File: src/shared/watchdog_reset_status_map.svh
/*
 * register offsets, field positions, reset values and timing counts of the
 * watchdog and reset-cause block.
 * assumes the core presents byte addresses in data space or port space.
 */
`ifndef WATCHDOG_RESET_STATUS_MAP_SVH
`define WATCHDOG_RESET_STATUS_MAP_SVH

// register locations
`define RCF_DATA_ADDR 16'h0054
`define PORT_SPACE_OFFSET 16'h0020
`define RCF_PORT_ADDR 16'h0034
`define WDC_DATA_ADDR 16'h0060

// reset_cause_flags fields
`define RCF_DBG_BIT 4
`define RCF_WDT_BIT 3
`define RCF_BOD_BIT 2
`define RCF_EXT_BIT 1
`define RCF_POR_BIT 0
`define RCF_RESET 5'h01

// watchdog_control fields
`define WDC_IF_BIT 7
`define WDC_IE_BIT 6
`define WDC_PS3_BIT 5
`define WDC_CE_BIT 4
`define WDC_DE_BIT 3
`define WDC_PS_LO_MSB 2
`define WDC_RESET 8'h00

// timing
`define CE_WINDOW_CYCLES 3'h4
`define WDT_OSC_HZ 128000
`define WDT_BASE_CYCLES 21'h00_0800
`define WDT_MAX_CODE 4'h9

`endif

File: src/shared/watchdog_reset_status_pkg.sv
/*
 * types shared by the watchdog and reset-cause block.
 * assumes the map header is compiled alongside.
 */
`default_nettype none
package watchdog_reset_status_pkg;

	// one access from the core
	typedef struct packed {
		logic [15:0] addr;
		logic port_space;
		logic wr;
		logic rd;
		logic [7:0] wdata;
	} core_access_t;

	// action on a timeout
	typedef enum logic [1:0] {
		WDT_STOPPED = 2'b00,
		WDT_IRQ = 2'b01,
		WDT_RESET = 2'b10,
		WDT_IRQ_RESET = 2'b11
	} wdt_mode_t;

	// all state of the block except the two reset-release registers
	typedef struct packed {
		logic [2:0] osc_sync;
		logic [1:0] ext_sync;
		logic [1:0] bod_sync;
		logic [1:0] dbg_sync;
		logic [1:0] fuse_sync;
		logic [4:0] flags;
		logic wif;
		logic wie;
		logic rst_en;
		logic wce;
		logic [2:0] ce_cnt;
		logic [3:0] prescale;
		logic [19:0] wdt_cnt;
		logic [7:0] rdata;
		logic sys_rst;
		logic irq;
	} wdt_state_t;

endpackage
`default_nettype wire

File: src/hw/watchdog_reset_status.sv
/*
 * watchdog timer with reset-cause flags, reached by core data-space and
 * port-space accesses.
 * assumes core access strobes are on i_ref_clk; oscillator, fuse and
 * reset-source levels are asynchronous and synchronised here.
 */
// Summary of operation
// - debug-port reset sets flag; por/write-zero clears
// - watchdog reset sets flag; por/write-zero clears
// - brown-out reset sets flag; por/write-zero clears
// - external reset sets flag; por/write-zero clears
// - power-on sets flag; only write-zero clears
// - reset-cause at data 0x54, port 0x34
// - control at 0x60, data space only
// - irq-mode timeout sets flag; ack/write-one clears
// - irq requested when flag, enable, global set
// - enable bits select stopped, irq, reset modes
// - combined mode: ack clears enable and flag
// - combined mode: untaken irq, next timeout resets
// - programmed fuse forces reset mode always
// - change-enable gates changes, self-clears after four
// - watchdog reset flag holds reset enable high
// - prescale code picks 2048 to 1048576 oscillator cycles
// - prescale msb bit 5, low bits 2:0
// - counts slow oscillator; restart zeroes count
// - reset-mode timeout gives one-cycle reset pulse
`include "watchdog_reset_status_map.svh"
`default_nettype none

module watchdog_reset_status
	import watchdog_reset_status_pkg::*;
(
	input wire logic i_ref_clk,
	input wire logic i_rstn,
	input wire core_access_t i_core_access,
	input wire logic i_wdt_restart,
	input wire logic i_irq_ack,
	input wire logic i_global_irq_enable,
	input wire logic i_wdt_osc,
	input wire logic i_always_on_fuse,
	input wire logic i_ext_reset,
	input wire logic i_brownout_reset,
	input wire logic i_debug_reset,
	output logic [7:0] o_rdata,
	output logic o_sys_reset,
	output logic o_wdt_irq
);

	////////////////////////////////////////////////////////////////////////
	// reset release
	logic rst_s1_reg;
	logic rst_ok_reg;

	always_ff @(posedge i_ref_clk or negedge i_rstn)
	begin
		if (!i_rstn)
		begin
			rst_s1_reg <= 1'b0;
			rst_ok_reg <= 1'b0;
		end
		else
		begin
			rst_s1_reg <= 1'b1;
			rst_ok_reg <= rst_s1_reg;
		end
	end

	////////////////////////////////////////////////////////////////////////
	// address decode
	wdt_state_t s_reg;
	wdt_state_t s_next;
	logic [15:0] data_addr;
	logic rcf_hit;
	logic wdc_hit;
	logic rcf_wr;
	logic wdc_wr;
	logic unlock_wr;
	logic fuse_prog;
	logic osc_edge;
	logic other_rst;
	logic rst_en_eff;
	logic wie_eff;
	logic timeout;
	logic [3:0] code_eff;
	logic [20:0] limit;
	logic [19:0] terminal;
	wdt_mode_t mode;
	localparam logic [7:0] wdc_reset_val = `WDC_RESET;

	always_comb
	begin
		data_addr = i_core_access.port_space ?
			16'(i_core_access.addr + `PORT_SPACE_OFFSET) : i_core_access.addr;
		rcf_hit = (data_addr == `RCF_DATA_ADDR);
		wdc_hit = !i_core_access.port_space && (i_core_access.addr == `WDC_DATA_ADDR);
		rcf_wr = rcf_hit && i_core_access.wr;
		wdc_wr = wdc_hit && i_core_access.wr;
		unlock_wr = wdc_wr && i_core_access.wdata[`WDC_CE_BIT]
			&& i_core_access.wdata[`WDC_DE_BIT];
	end

	////////////////////////////////////////////////////////////////////////
	// mode and timeout
	always_comb
	begin
		fuse_prog = !s_reg.fuse_sync[1];
		osc_edge = s_reg.osc_sync[1] && !s_reg.osc_sync[2];
		other_rst = s_reg.ext_sync[1] || s_reg.bod_sync[1] || s_reg.dbg_sync[1];
		rst_en_eff = s_reg.rst_en || fuse_prog;
		wie_eff = s_reg.wie && !fuse_prog;
		mode = wdt_mode_t'({rst_en_eff, wie_eff});
		code_eff = (s_reg.prescale > `WDT_MAX_CODE) ? `WDT_MAX_CODE : s_reg.prescale;
		limit = `WDT_BASE_CYCLES << code_eff;
		terminal = 20'(limit - 21'h00_0001);
		timeout = osc_edge && (mode != WDT_STOPPED) && !i_wdt_restart
			&& (s_reg.wdt_cnt == terminal);
	end

	////////////////////////////////////////////////////////////////////////
	// next state
	always_comb
	begin
		s_next = s_reg;
		s_next.osc_sync = {s_reg.osc_sync[1:0], i_wdt_osc};
		s_next.ext_sync = {s_reg.ext_sync[0], i_ext_reset};
		s_next.bod_sync = {s_reg.bod_sync[0], i_brownout_reset};
		s_next.dbg_sync = {s_reg.dbg_sync[0], i_debug_reset};
		s_next.fuse_sync = {s_reg.fuse_sync[0], i_always_on_fuse};
		s_next.sys_rst = 1'b0;

		// watchdog counter
		if (i_wdt_restart || mode == WDT_STOPPED || timeout)
			s_next.wdt_cnt = 20'h0_0000;
		else if (osc_edge)
			s_next.wdt_cnt = s_reg.wdt_cnt + 20'h0_0001;

		// change-enable window
		if (s_reg.wce)
		begin
			s_next.ce_cnt = s_reg.ce_cnt - 3'h1;
			if (s_reg.ce_cnt == 3'h1)
				s_next.wce = 1'b0;
		end

		// cause flags: software writes zero to clear
		if (rcf_wr)
			s_next.flags = s_reg.flags & i_core_access.wdata[4:0];

		// control writes
		if (wdc_wr)
		begin
			if (i_core_access.wdata[`WDC_IF_BIT])
				s_next.wif = 1'b0;
			s_next.wie = i_core_access.wdata[`WDC_IE_BIT];
			if (unlock_wr)
			begin
				s_next.rst_en = 1'b1;
				s_next.wce = 1'b1;
				s_next.ce_cnt = `CE_WINDOW_CYCLES;
			end
			else if (s_reg.wce)
			begin
				s_next.rst_en = i_core_access.wdata[`WDC_DE_BIT];
				s_next.prescale = {i_core_access.wdata[`WDC_PS3_BIT],
					i_core_access.wdata[`WDC_PS_LO_MSB:0]};
				s_next.wce = 1'b0;
				s_next.ce_cnt = 3'h0;
			end
			else if (i_core_access.wdata[`WDC_DE_BIT])
				s_next.rst_en = 1'b1;
		end

		// vector taken
		if (i_irq_ack)
		begin
			s_next.wif = 1'b0;
			if (rst_en_eff)
				s_next.wie = 1'b0;
		end

		// timeout action
		if (timeout)
		begin
			if (fuse_prog || (rst_en_eff && (!wie_eff || s_next.wif)))
				s_next.sys_rst = 1'b1;
			else
				s_next.wif = 1'b1;
		end

		// set sources win over software clears
		if (s_reg.sys_rst)
			s_next.flags[`RCF_WDT_BIT] = 1'b1;
		if (s_reg.ext_sync[1])
			s_next.flags[`RCF_EXT_BIT] = 1'b1;
		if (s_reg.bod_sync[1])
			s_next.flags[`RCF_BOD_BIT] = 1'b1;
		if (s_reg.dbg_sync[1])
			s_next.flags[`RCF_DBG_BIT] = 1'b1;

		// a system reset returns control to defaults
		if (s_reg.sys_rst || other_rst)
		begin
			s_next.wif = wdc_reset_val[`WDC_IF_BIT];
			s_next.wie = wdc_reset_val[`WDC_IE_BIT];
			s_next.rst_en = wdc_reset_val[`WDC_DE_BIT];
			s_next.wce = wdc_reset_val[`WDC_CE_BIT];
			s_next.prescale = {wdc_reset_val[`WDC_PS3_BIT], wdc_reset_val[`WDC_PS_LO_MSB:0]};
			s_next.ce_cnt = 3'h0;
			s_next.wdt_cnt = 20'h0_0000;
			s_next.sys_rst = 1'b0;
		end

		if (s_next.flags[`RCF_WDT_BIT])
			s_next.rst_en = 1'b1;

		s_next.irq = s_next.wif && s_next.wie && i_global_irq_enable;

		// read data
		if (i_core_access.rd && rcf_hit)
			s_next.rdata = {3'h0, s_reg.flags};
		else if (i_core_access.rd && wdc_hit)
			s_next.rdata = {s_reg.wif, wie_eff, s_reg.prescale[3], s_reg.wce,
				rst_en_eff, s_reg.prescale[2:0]};
		else if (i_core_access.rd)
			s_next.rdata = 8'h00;
	end

	////////////////////////////////////////////////////////////////////////
	// state register
	always_ff @(posedge i_ref_clk or negedge rst_ok_reg)
	begin
		if (!rst_ok_reg)
		begin
			s_reg <= '0;
			s_reg.fuse_sync <= 2'h3;
			s_reg.flags <= `RCF_RESET;
		end
		else
			s_reg <= s_next;
	end

	assign o_rdata = s_reg.rdata;
	assign o_sys_reset = s_reg.sys_rst;
	assign o_wdt_irq = s_reg.irq;
endmodule
`default_nettype wire

File: config.mk
export PLATFORM = sky130hd
export DESIGN_NAME = watchdog_reset_status
export DESIGN_NICKNAME = d
export VERILOG_FILES = /design/src/shared/watchdog_reset_status_pkg.sv /design/src/hw/watchdog_reset_status.sv
export VERILOG_INCLUDE_DIRS = /design/src /design/src/shared
export SDC_FILE = /design/constraint.sdc
export NUM_CORES = 1
export LEC_CHECK = 0
export BUFFER_PORTS_ARGS = -buffer_cell sky130_fd_sc_hd__buf_2
export CAP_MARGIN = 15
export CELL_PAD_IN_SITES_DETAIL_PLACEMENT = 0
export CELL_PAD_IN_SITES_GLOBAL_PLACEMENT = 2
export CORE_MARGIN = 5
export CORE_UTILIZATION = 36
export CTS_BUF_LIST = sky130_fd_sc_hd__clkbuf_16
export DETAILED_ROUTE_END_ITERATION = 10
export GPL_TIMING_DRIVEN = 0
export PLACE_DENSITY_LB_ADDON = 0.1
export SLEW_MARGIN = 5
export SYNTH_ARGS = -nofsm -noshare
export SYNTH_HDL_FRONTEND = slang
export SYNTH_SLANG_ARGS = --single-unit
export TNS_END_PERCENT = 30
File: constraint.sdc
create_clock -name i_ref_clk -period 2.2 [get_ports i_ref_clk]
set_clock_uncertainty 0.2 [all_clocks]
set_input_delay 0.44 -clock i_ref_clk [delete_from_list [all_inputs] [get_ports i_ref_clk]]
set_output_delay 0.44 -clock i_ref_clk [all_outputs]
set_load 0.05 [all_outputs]
Word level (Yosys, flattened, before mapping)

Index checks and enable logic that the tools add are counted.
W data, S select, Z words.

Register bits after elaboration: 59
Bits in latches: 0
Memory bits (writable): 0
Memory bits (read-only): 0
Input bits: 37
Output and inout bits: 10
Logic and storage cells: 105
Memories kept: 0

Add/sub/neg operators: 4
$mul: 0
Divide/modulo/power cells: 0
Magnitude comparators: 1
Equality and inequality tests: 5
Shifts and indexed selects: 1
Muxes and demuxes: 30
Bitwise gates (word level): 1
Reduce and logical (&&, ||, !) cells: 41

Operators by type and width:

| kind                    | count |
|---|---|
| $mux W20                | 2 |
| $eq A16 B7 Y1 const B   | 2 |
| $mux W8                 | 4 |
| $mux W31                | 1 |
| $add A20 B1 Y20 const B | 1 |
| $eq A20 B20 Y1          | 1 |
| $shl A12 B4 Y20 const A | 1 |
| $sub A20 B1 Y20 const B | 1 |
| $add A16 B6 Y16 const B | 1 |
| $mux W16                | 1 |
| $logic_and A1 B1 Y1     | 15 |
| $mux W1                 | 15 |
| $mux W4                 | 3 |
| $reduce_bool A2 Y1      | 6 |
| $mux W11                | 1 |
| $mux W5                 | 2 |
| $reduce_bool A3 Y1      | 3 |
| $logic_or A1 B1 Y1      | 8 |
| $and A5 B5 Y5           | 1 |
| $logic_not A1 Y1        | 5 |
| $reduce_bool A5 Y1      | 1 |
| $gt A4 B4 Y1 const B    | 1 |
| $eq A3 B1 Y1 const B    | 1 |
| $reduce_and A3 Y1       | 1 |
| other kinds (5)         | 5 |

Depth between registers and ports, before layout

Gate-level depths: netlist of the first run.

Depth after elaboration: 17
Depth in mapped cells: 11
Depth with buffers taken out: 8

Least setup slack after synthesis of the first run

OpenSTA, ideal clock, no wires.

Path kind: reg2reg
Start: register s_reg[32] (netlist name)
End: register s_reg[11] (netlist name)
Library setup time: 0.071 ns
Arrival time: 2.880 ns
Data required time: 1.929 ns
Path slack: -0.952 ns
Cell stages (with the launch flop): 12
Path buffers: 3
Period minus slack after synthesis: 3.152 ns
Cell sequence: dfrtp_1 buf_2 or4b_2 ha_1 clkbuf_1 nor4b_1 o21bai_1 and3_1 o2111ai_1 nand3_2 buf_4 nor2_1

Word-level cells in the longest chain between the ends: 9
Elaborated cells between the ends (all ways): 10
Classes of those cells: add/sub (1); order compare (1); eq/ne (1); shift (1); mux (3); reduce/logical (3)

RTL lines:

| item                               | RTL line                     | source |
|---|---|---|
| start, declared                    | watchdog_reset_status.sv:70  | `wdt_state_t s_reg;` |
| start signal, assigned             | watchdog_reset_status.sv:239 | `s_reg <= s_next;` |
| $gt A4 B4 Y1 (no source line)      | --                           |  |
| $mux W4 *                          | watchdog_reset_status.sv:112 | `` code_eff = (s_reg.prescale > `WDT_MAX_CODE) ? `WDT_MAX_CODE : s_reg.prescale; `` |
| $shl A12 B4 Y20 (no source line) * | --                           |  |
| $sub A20 B1 Y20 *                  | watchdog_reset_status.sv:114 | `terminal = 20'(limit - 21'h00_0001);` |
| $eq A20 B20 Y1 *                   | watchdog_reset_status.sv:116 | `&& (s_reg.wdt_cnt == terminal);` |
| $logic_and A1 B1 Y1 *              | watchdog_reset_status.sv:116 |  |
| $logic_or A1 B1 Y1 *               | watchdog_reset_status.sv:132 | `if (i_wdt_restart \|\| mode == WDT_STOPPED \|\| timeout)` |
| $mux W20                           | watchdog_reset_status.sv:132 |  |
| $mux W31                           | watchdog_reset_status.sv:201 | `if (s_reg.sys_rst \|\| other_rst)` |

Mark *: on every way between the ends. The rest lies on a longest branch, timed or not.
A chain may end at the register's enable or synchronous reset.

==> flow_summary_export.csv, run 1 <==
group,metric,value,unit
job,cap_viol_max_count,0,
clock_tree,tritoncts_num_sinks,59,
detailed_routing,avgViaCountPerCell,5.101,
yosys,yosys.area.top_type_share,0.4460,
die,die_footprint,10700,µm²
global_routing,groute.layer.met2.usage,0.2265,
worst_setup_path,slowest_delay,0.52,ns
detailed_routing,dr_total_vias,2535,
clock_tree,clockBufferDepth,2,
yosys,share_of_synthesized_area_occupied_by_flip_flops_and_latches,0.4711,
timing,final_count_of_negative_setup_slack_endpoints,24,
placement,numPlacedInstances,471,
yosys,yosys-top-cells-count,"56 x sky130_fd_sc_hd__dfrtp_1, 42 x sky130_fd_sc_hd__nor2_1, 23 x sky130_fd_sc_hd__nand2_1",
die,floorplan.initialDensity,0.3656,
detailed_routing,wirelength,7669,µm
cells_and_area,flow.area_growth_from_synthesis,32.54,%
global_routing,grt_busiest_layer,"met1",
yosys,post_synth_net_total,359,
yosys,synth.ff_latch_count,59,
yosys,largest_family_of_logic_cells_by_synthesized_area,"simple AND/OR/NAND/NOR gates",
yosys,post-synth-top-count-cell,"sky130_fd_sc_hd__dfrtp_1",
worst_setup_path,setup_cp_type,"flop to flop",
detailed_routing,drt-pass1-iter-count,4,
worst_setup_path,crit_path_cell_trace,"clkbuf_8 -> or4b_4 -> ha_4 -> or3_4 -> a21o_1 -> o211ai_1 -> o2111ai_2 -> buf_4 -> nor3b_4 -> o211a_1",
yosys,synth_async_sr_flop_share,1.000,
yosys,synth.distinct_cells,58,
timing,grt_setup_unrepaired,"yes",
global_routing,grt_start_max_net_pins,35,
global_routing,groute.layer.met1.usage,0.2287,
die,io_pins,47,
global_routing,global_route.usage.total,0.1562,
worst_setup_path,critical_path.startpoint,"s_reg[33]",
worst_setup_path,critical_path.reg2reg.startpoint,"s_reg[33]",
clock_tree,tritoncts.num_buffers,9,
cells_and_area,post-route-cell-area,4164,µm²
placement,globalplace.congestion,0.7496,
clock_tree,clock_tree_from_tritoncts,"done",
global_routing,grt.met3_usage,0.03353,
timing,worst_slew_margin_rel,0.3914,
cells_and_area,post_layout_nonfiller_instances,497,
worst_hold_path,worstHoldPathType,"input pin to flop",
timing,finalHoldWorstSlack,0.01759,ns
clock_tree,worstSkewPairLatency,0.32,ns
cells_and_area,antennaDiodeCount,0,
cells_and_area,post_route_cells_drive_above_1_share,0.3316,
detailed_routing,route.detailed.drc,0,
detailed_routing,drt.antenna.violating_nets,0,
yosys,synth_simple_gate_area_frac,0.2589,
die,row_count,34,
die,die_h,103.4,µm
clock_tree,cts.reportedPaths.clkPinSlew,0.05,ns
clock_tree,root_buffer,"sky130_fd_sc_hd__clkbuf_16",
yosys,post_synth_fa_ha_maj_area_fraction,0.02389,
timing,period_needed,2.992,ns
outcome,status,"finished with violations",
power_and_ir_drop,power.density_cell_area,632.0,nW/µm²
timing,post-route-worst-setup-slack,-0.7923,ns
yosys,number_of_synthesized_flops_with_an_enable_pin,0,
worst_setup_path,arrival,3.04,ns
worst_setup_path,worst_setup_path_start_kind,"flop",
detailed_routing,wire_per_inst,15.43,µm
yosys,synth_warnings,0,
timing,finalHoldViolCount,0,
placement,detailedPlacementHpwl,5554,µm
timing,fin_crit_sh,1.360,
timing,report.final.slew_viol_count,0,
power_and_ir_drop,p_leak,0.001752,µW
cells_and_area,largest_reg_flops,41,
clock_tree,cts.htree.levels,3,
yosys,postSynthAreaPerCell,9.942,µm²
yosys,synth_area_leader_cell,"sky130_fd_sc_hd__dfrtp_1",
timing,worst_slew_pin_slew,0.9045,ns
worst_hold_path,hold_start,"i_always_on_fuse",
global_routing,grt_pass1_vias,2491,
yosys,synthMuxAreaShare,0.01593,
die,die-width,103.4,µm
cells_and_area,finalNetCount,427,
cells_and_area,postLayoutCoreUtil,0.4846,
yosys,synth-compound-area-share,0.1219,
worst_setup_path,critPathCaptureType,"flop",
global_routing,grt_antenna_before_repair,0,
yosys,postSynthCellCount,316,
yosys,synthesis.area,3142,µm²
placement,place.port_buffers,46,
die,core_region_area,8593,µm²
outcome,violations_in_the_final_reports,"setup timing",
yosys,synthTopCellsByArea,"sky130_fd_sc_hd__dfrtp_1 45%, sky130_fd_sc_hd__nor2_1 5.0%, sky130_fd_sc_hd__xor2_1 4.5%",
worst_setup_path,worst_path_max_delay_cell,"sky130_fd_sc_hd__or4b_4",
yosys,synth-main-ff-cell,"sky130_fd_sc_hd__dfrtp_1",
timing,fmaxAchievable,334.2,MHz
global_routing,globalRouteOverflowTotal,0,
worst_setup_path,timing.critical_path.required,2.25,ns
worst_setup_path,critPathMaxFanout,6,
power_and_ir_drop,peakVddDrop,0.0005193,V
yosys,synth-xor-area-share,0.06412,
placement,placedInstanceArea,3588,µm²
detailed_routing,detail_route.iter0.violations,90,
global_routing,wire_length_of_the_first_global_routing_pass,12680,µm
[cells in the final DEF, fill, tap and decap left out, types with 3 or more instances in the layout]
cell type / Yosys / final
sky130_fd_sc_hd__o211ai_1: 3 / 3
sky130_fd_sc_hd__nand2_1: 23 / 23
sky130_fd_sc_hd__nand4_1: 8 / 8
sky130_fd_sc_hd__o21ai_0: 4 / 4
sky130_fd_sc_hd__nor2_2: 0 / 10
sky130_fd_sc_hd__dfstp_2: 3 / 3
sky130_fd_sc_hd__nand2b_1: 5 / 5
sky130_fd_sc_hd__clkinv_2: 0 / 3
sky130_fd_sc_hd__nor2b_1: 6 / 6
sky130_fd_sc_hd__o2111ai_2: 0 / 3
sky130_fd_sc_hd__nor4_4: 1 / 3
sky130_fd_sc_hd__a21oi_1: 7 / 7
sky130_fd_sc_hd__xnor2_1: 7 / 7
sky130_fd_sc_hd__a21o_1: 6 / 6
sky130_fd_sc_hd__and2_1: 4 / 4
sky130_fd_sc_hd__buf_2: 3 / 44
sky130_fd_sc_hd__nand3_1: 14 / 14
sky130_fd_sc_hd__mux2i_1: 5 / 5
sky130_fd_sc_hd__ha_1: 6 / 4
sky130_fd_sc_hd__a221oi_1: 6 / 6
sky130_fd_sc_hd__and4_1: 3 / 3
sky130_fd_sc_hd__buf_4: 9 / 16
sky130_fd_sc_hd__clkbuf_16: 0 / 9
sky130_fd_sc_hd__inv_1: 9 / 10
sky130_fd_sc_hd__buf_6: 0 / 4
sky130_fd_sc_hd__nand3b_1: 3 / 3
sky130_fd_sc_hd__or4_4: 1 / 3
sky130_fd_sc_hd__and3_1: 4 / 4
sky130_fd_sc_hd__nor2_1: 42 / 32
sky130_fd_sc_hd__dfrtp_1: 56 / 54
sky130_fd_sc_hd__a22o_1: 3 / 3
sky130_fd_sc_hd__xor2_1: 16 / 16
sky130_fd_sc_hd__buf_12: 0 / 4
[power by group]
part | internal [µW] | switching (µW) | total, µW
Clock | 860 | 467 | 1330
Combinational | 72.8 | 106 | 179
Sequential | 1110 | 18.0 | 1130
[metal layers]
| layer | vias up | routed length (µm) | part of all wire |
|---|---|---|---|
| li1 | 1275 | - | - |
| met1 | 1208 | 3855 | 0.50 |
| met2 | 46 | 3406 | 0.44 |
| met3 | 6 | 328 | 0.043 |
| met4 | 0 | 78 | 0.010 |
| met5 | - | 0 | 0 |
[worst paths after layout]
check | endpoint | slack, ns | depth (start not counted)
worst max-delay path | o_wdt_irq | -0.79 | 10
worst min-delay path | s_next[47] | 0.02 | 1
worst max register to register | o_wdt_irq | -0.79 | 10
worst min register to register | s_reg[10] | 0.05 | 0
max in group asynchronous | s_reg[41] | 1.11 | 1
min in group asynchronous | s_reg[10] | 0.05 | 0
[final cells by class]
class / instances / area (µm²)
timing repair buffer: 58 / 381.6
clock buffer: 9 / 225.2
inverter: 10 / 37.54
tap: 108 / 135.1
sequential: 59 / 1483
clock inverter: 7 / 60.06
buffer: 15 / 133.9
multi-input combinational: 231 / 1708
fill: 837 / 4429
[critical path, delay by kind of cell (launching register included)]
family                   cells  cell delay (ns)
AO/OA/AOI/OAI                4             0.70
buffers and inverters        2             0.35
flip-flops                   1             0.41
adder cells (fa/ha/maj)      1             0.20
AND/OR/NAND/NOR              3             1.07
[per-stage QoR]
stage	power [µW]	setup WS, ns	setup TNS, ns
floorplan	1224	-0.6078	-13.26
global placement	1296	-0.9419	-55.24
detailed placement	1302	-0.9799	-27.82
CTS	2678	-0.8587	-15.05
global route	2740	-0.9031	-16.63
finish	2631	-0.7923	-13.93
[what timing repair did]
action,in CTS,in global routing
pin swaps,21,11
gates cloned,1,0
hold buffers,1,0
buffers inserted,10,1
hold endpoints to repair,2,0
endpoints found under the setup margin,35,33
resized for setup,34,9
[kinds of logic after synthesis]
kind of cell,after synthesis
AND/OR/NAND/NOR,146
buffers and inverters,26
other,1
AO/OA/AOI/OAI,50
multiplexers,5
adder cells (fa/ha/maj),6
flip-flops,59
XOR/XNOR,23
Power figures use the tool's default switching activity.
==> run 2, diff against run 1 <==
- CORE_UTILIZATION: 36 -> 37
- CTS_BUF_LIST: sky130_fd_sc_hd__clkbuf_16 -> sky130_fd_sc_hd__clkbuf_4
==> flow_summary_export.csv, run 2 (synthesis results as in run 1) <==
group,metric,value,unit
outcome,status,"finished with violations",
outcome,violations_in_the_final_reports,"setup timing",
timing,period_needed,2.916,ns
worst_setup_path,regToRegSetupSlack,-0.72,ns
worst_hold_path,timing.hold.worst_path_depth,2,
worst_hold_path,whs_endpoint,"s_reg[39]",
detailed_routing,detail_route.iter0.violations,69,
die,die_footprint,10430,µm²
cells_and_area,antennaDiodeCount,0,
detailed_routing,avgViaCountPerCell,5.132,
cells_and_area,most_common_cell_after_layout_fill_and_taps_aside,"sky130_fd_sc_hd__dfrtp_1",
timing,tns,-13.68,ns
die,core_region_area,8258,µm²
detailed_routing,drt-pass1-iter-count,4,
detailed_routing,dr_total_vias,2561,
detailed_routing,wirelength,7797,µm
worst_setup_path,critPathCaptureType,"flop",
clock_tree,worstSkewPairLatency,0.42,ns
die,die-width,102.1,µm
clock_tree,tritoncts_num_sinks,59,
timing,report.final.slew_viol_count,0,
detailed_routing,wl_met2,3222,µm
global_routing,grt_start_max_net_pins,37,
cells_and_area,post_route_cells_drive_above_1_share,0.3173,
global_routing,wire_length_of_the_first_global_routing_pass,12750,µm
die,die_h,102.1,µm
worst_hold_path,hold_start,"i_irq_ack",
detailed_routing,route.detailed.drc,0,
placement,detailedPlacementHpwl,5480,µm
timing,fin_crit_sh,1.325,
clock_tree,root_buffer,"sky130_fd_sc_hd__clkbuf_4",
cells_and_area,finalNetCount,432,
die,row_count,33,
worst_setup_path,worst_setup_path_start_kind,"flop",
detailed_routing,met3WireLength,380,µm
clock_tree,clockBufferDepth,2,
cells_and_area,flow.area_growth_from_synthesis,28.99,%
worst_setup_path,worst_reg_to_reg_cells,10,
global_routing,grt_pass1_vias,2548,
cells_and_area,layout.cells.most_common_list,"53 x sky130_fd_sc_hd__dfrtp_1, 46 x sky130_fd_sc_hd__buf_2, 36 x sky130_fd_sc_hd__nor2_1",
timing,final_count_of_negative_setup_slack_endpoints,20,
detailed_routing,drt.antenna.violating_nets,0,
die,floorplan.initialDensity,0.3805,
timing,worst_slew_margin_rel,0.3879,
cells_and_area,largest_reg_flops,41,
power_and_ir_drop,p_leak,0.001691,µW
global_routing,grt_antenna_before_repair,0,
detailed_routing,dr.max_layer_used,"met4",
timing,finalHoldViolCount,0,
worst_setup_path,timing.critical_path.required,2.29,ns
worst_setup_path,critPathMaxFanout,6,
clock_tree,cts.reportedPaths.clkPinSlew,0.11,ns
clock_tree,tritoncts.num_buffers,9,
placement,globalplace.congestion,0.7820,
worst_setup_path,setup_cp_type,"flop to flop",
detailed_routing,detail_route.wirelength.met1,4094,µm
timing,grt_setup_unrepaired,"yes",
timing,worst_slew_pin_slew,0.9098,ns
power_and_ir_drop,power.density_cell_area,543.0,nW/µm²
clock_tree,cts.htree.levels,3,
timing,post-route-worst-setup-slack,-0.7158,ns
timing,fmaxAchievable,343.0,MHz
worst_hold_path,worstHoldPathType,"input pin to flop",
worst_setup_path,critical_path.reg2reg.startpoint,"s_reg[32]",
detailed_routing,wire_per_inst,15.63,µm
global_routing,global_route.usage.total,0.1597,
global_routing,globalRouteOverflowTotal,0,
cells_and_area,postLayoutCoreUtil,0.4908,
worst_setup_path,arrival,3.01,ns
placement,place.port_buffers,46,
power_and_ir_drop,peakVddDrop,0.0003667,V
die,io_pins,47,
worst_setup_path,reg_to_reg_end,"s_reg[10]",
job,cap_viol_max_count,0,
clock_tree,clock_tree_from_tritoncts,"done",
## run 2: area by class of cell
type,count,area (µm²)
Inverter,10,37.54
Tap cell,105,131.4
Buffer,15,127.6
Clock buffer,9,67.56
Sequential cell,59,1484
Clock inverter,7,92.59
Timing Repair Buffer,63,419.2
Fill cell,797,4205
Multi-Input combinational cell,231,1693
## run 2: where the power goes
| group | internal (µW) | switching [µW] |
|---|---|---|
| logic | 76.2 | 103 |
| registers | 1100 | 22.5 |
| clock network | 456 | 438 |
## run 2: metal layers
metal,vias up,GRT usage
met5,-,0
met4,0,0.05449
met3,9,0.03140
met2,60,0.2249
met1,1215,0.2436
li1,1277,-
## run 2: worst max path at each step
| stage | startpoint | endpoint | slack (ns) | cells after the start |
|---|---|---|---|---|
| finish | s_reg[32] | s_reg[10] | -0.72 | 10 |
| global route | s_reg[32] | s_reg[19] | -0.81 | 10 |
| CTS | s_reg[32] | s_reg[10] | -0.70 | 10 |
| detailed placement | s_reg[33] | s_reg[15] | -0.94 | 11 |
| global placement | s_reg[33] | s_reg[11] | -0.93 | 11 |
| floorplan | s_reg[33] | s_reg[25] | -0.61 | 11 |
## run 2: worst max-delay path, cell delays in order, from the launching register on
cell	delay [ns]
sky130_fd_sc_hd__dfrtp_2	0.44
sky130_fd_sc_hd__buf_6	0.12
sky130_fd_sc_hd__or4b_4	0.52
sky130_fd_sc_hd__ha_4	0.20
sky130_fd_sc_hd__or3_4	0.37
sky130_fd_sc_hd__a21o_1	0.16
sky130_fd_sc_hd__o211ai_1	0.16
sky130_fd_sc_hd__o2111ai_2	0.24
sky130_fd_sc_hd__nand3_4	0.20
sky130_fd_sc_hd__buf_8	0.14
sky130_fd_sc_hd__nor2_1	0.04
## run 2: what timing repair did
item                                   in CTS  in global routing
buffers inserted                            9                  0
pin swaps                                  10                 15
hold buffers                                6                  0
gates resized for setup                    19                 17
endpoints found under the hold margin       7                  0
cloned                                      1                  0
setup endpoints to repair                  34                 35
## run 2: per-stage QoR
step,hold WS (ns),power [µW],cell area (µm²),cells,setup slack (ns)
finish,0.05268,2200,4053,499,-0.7158
global placement,0.02543,1296,3563,467,-0.9304
global route,0.02653,2290,4053,499,-0.8112
detailed placement,0.02640,1304,3592,468,-0.9413
CTS,0.02301,2212,3965,499,-0.6966
floorplan,-0.05559,1224,3202,316,-0.6078
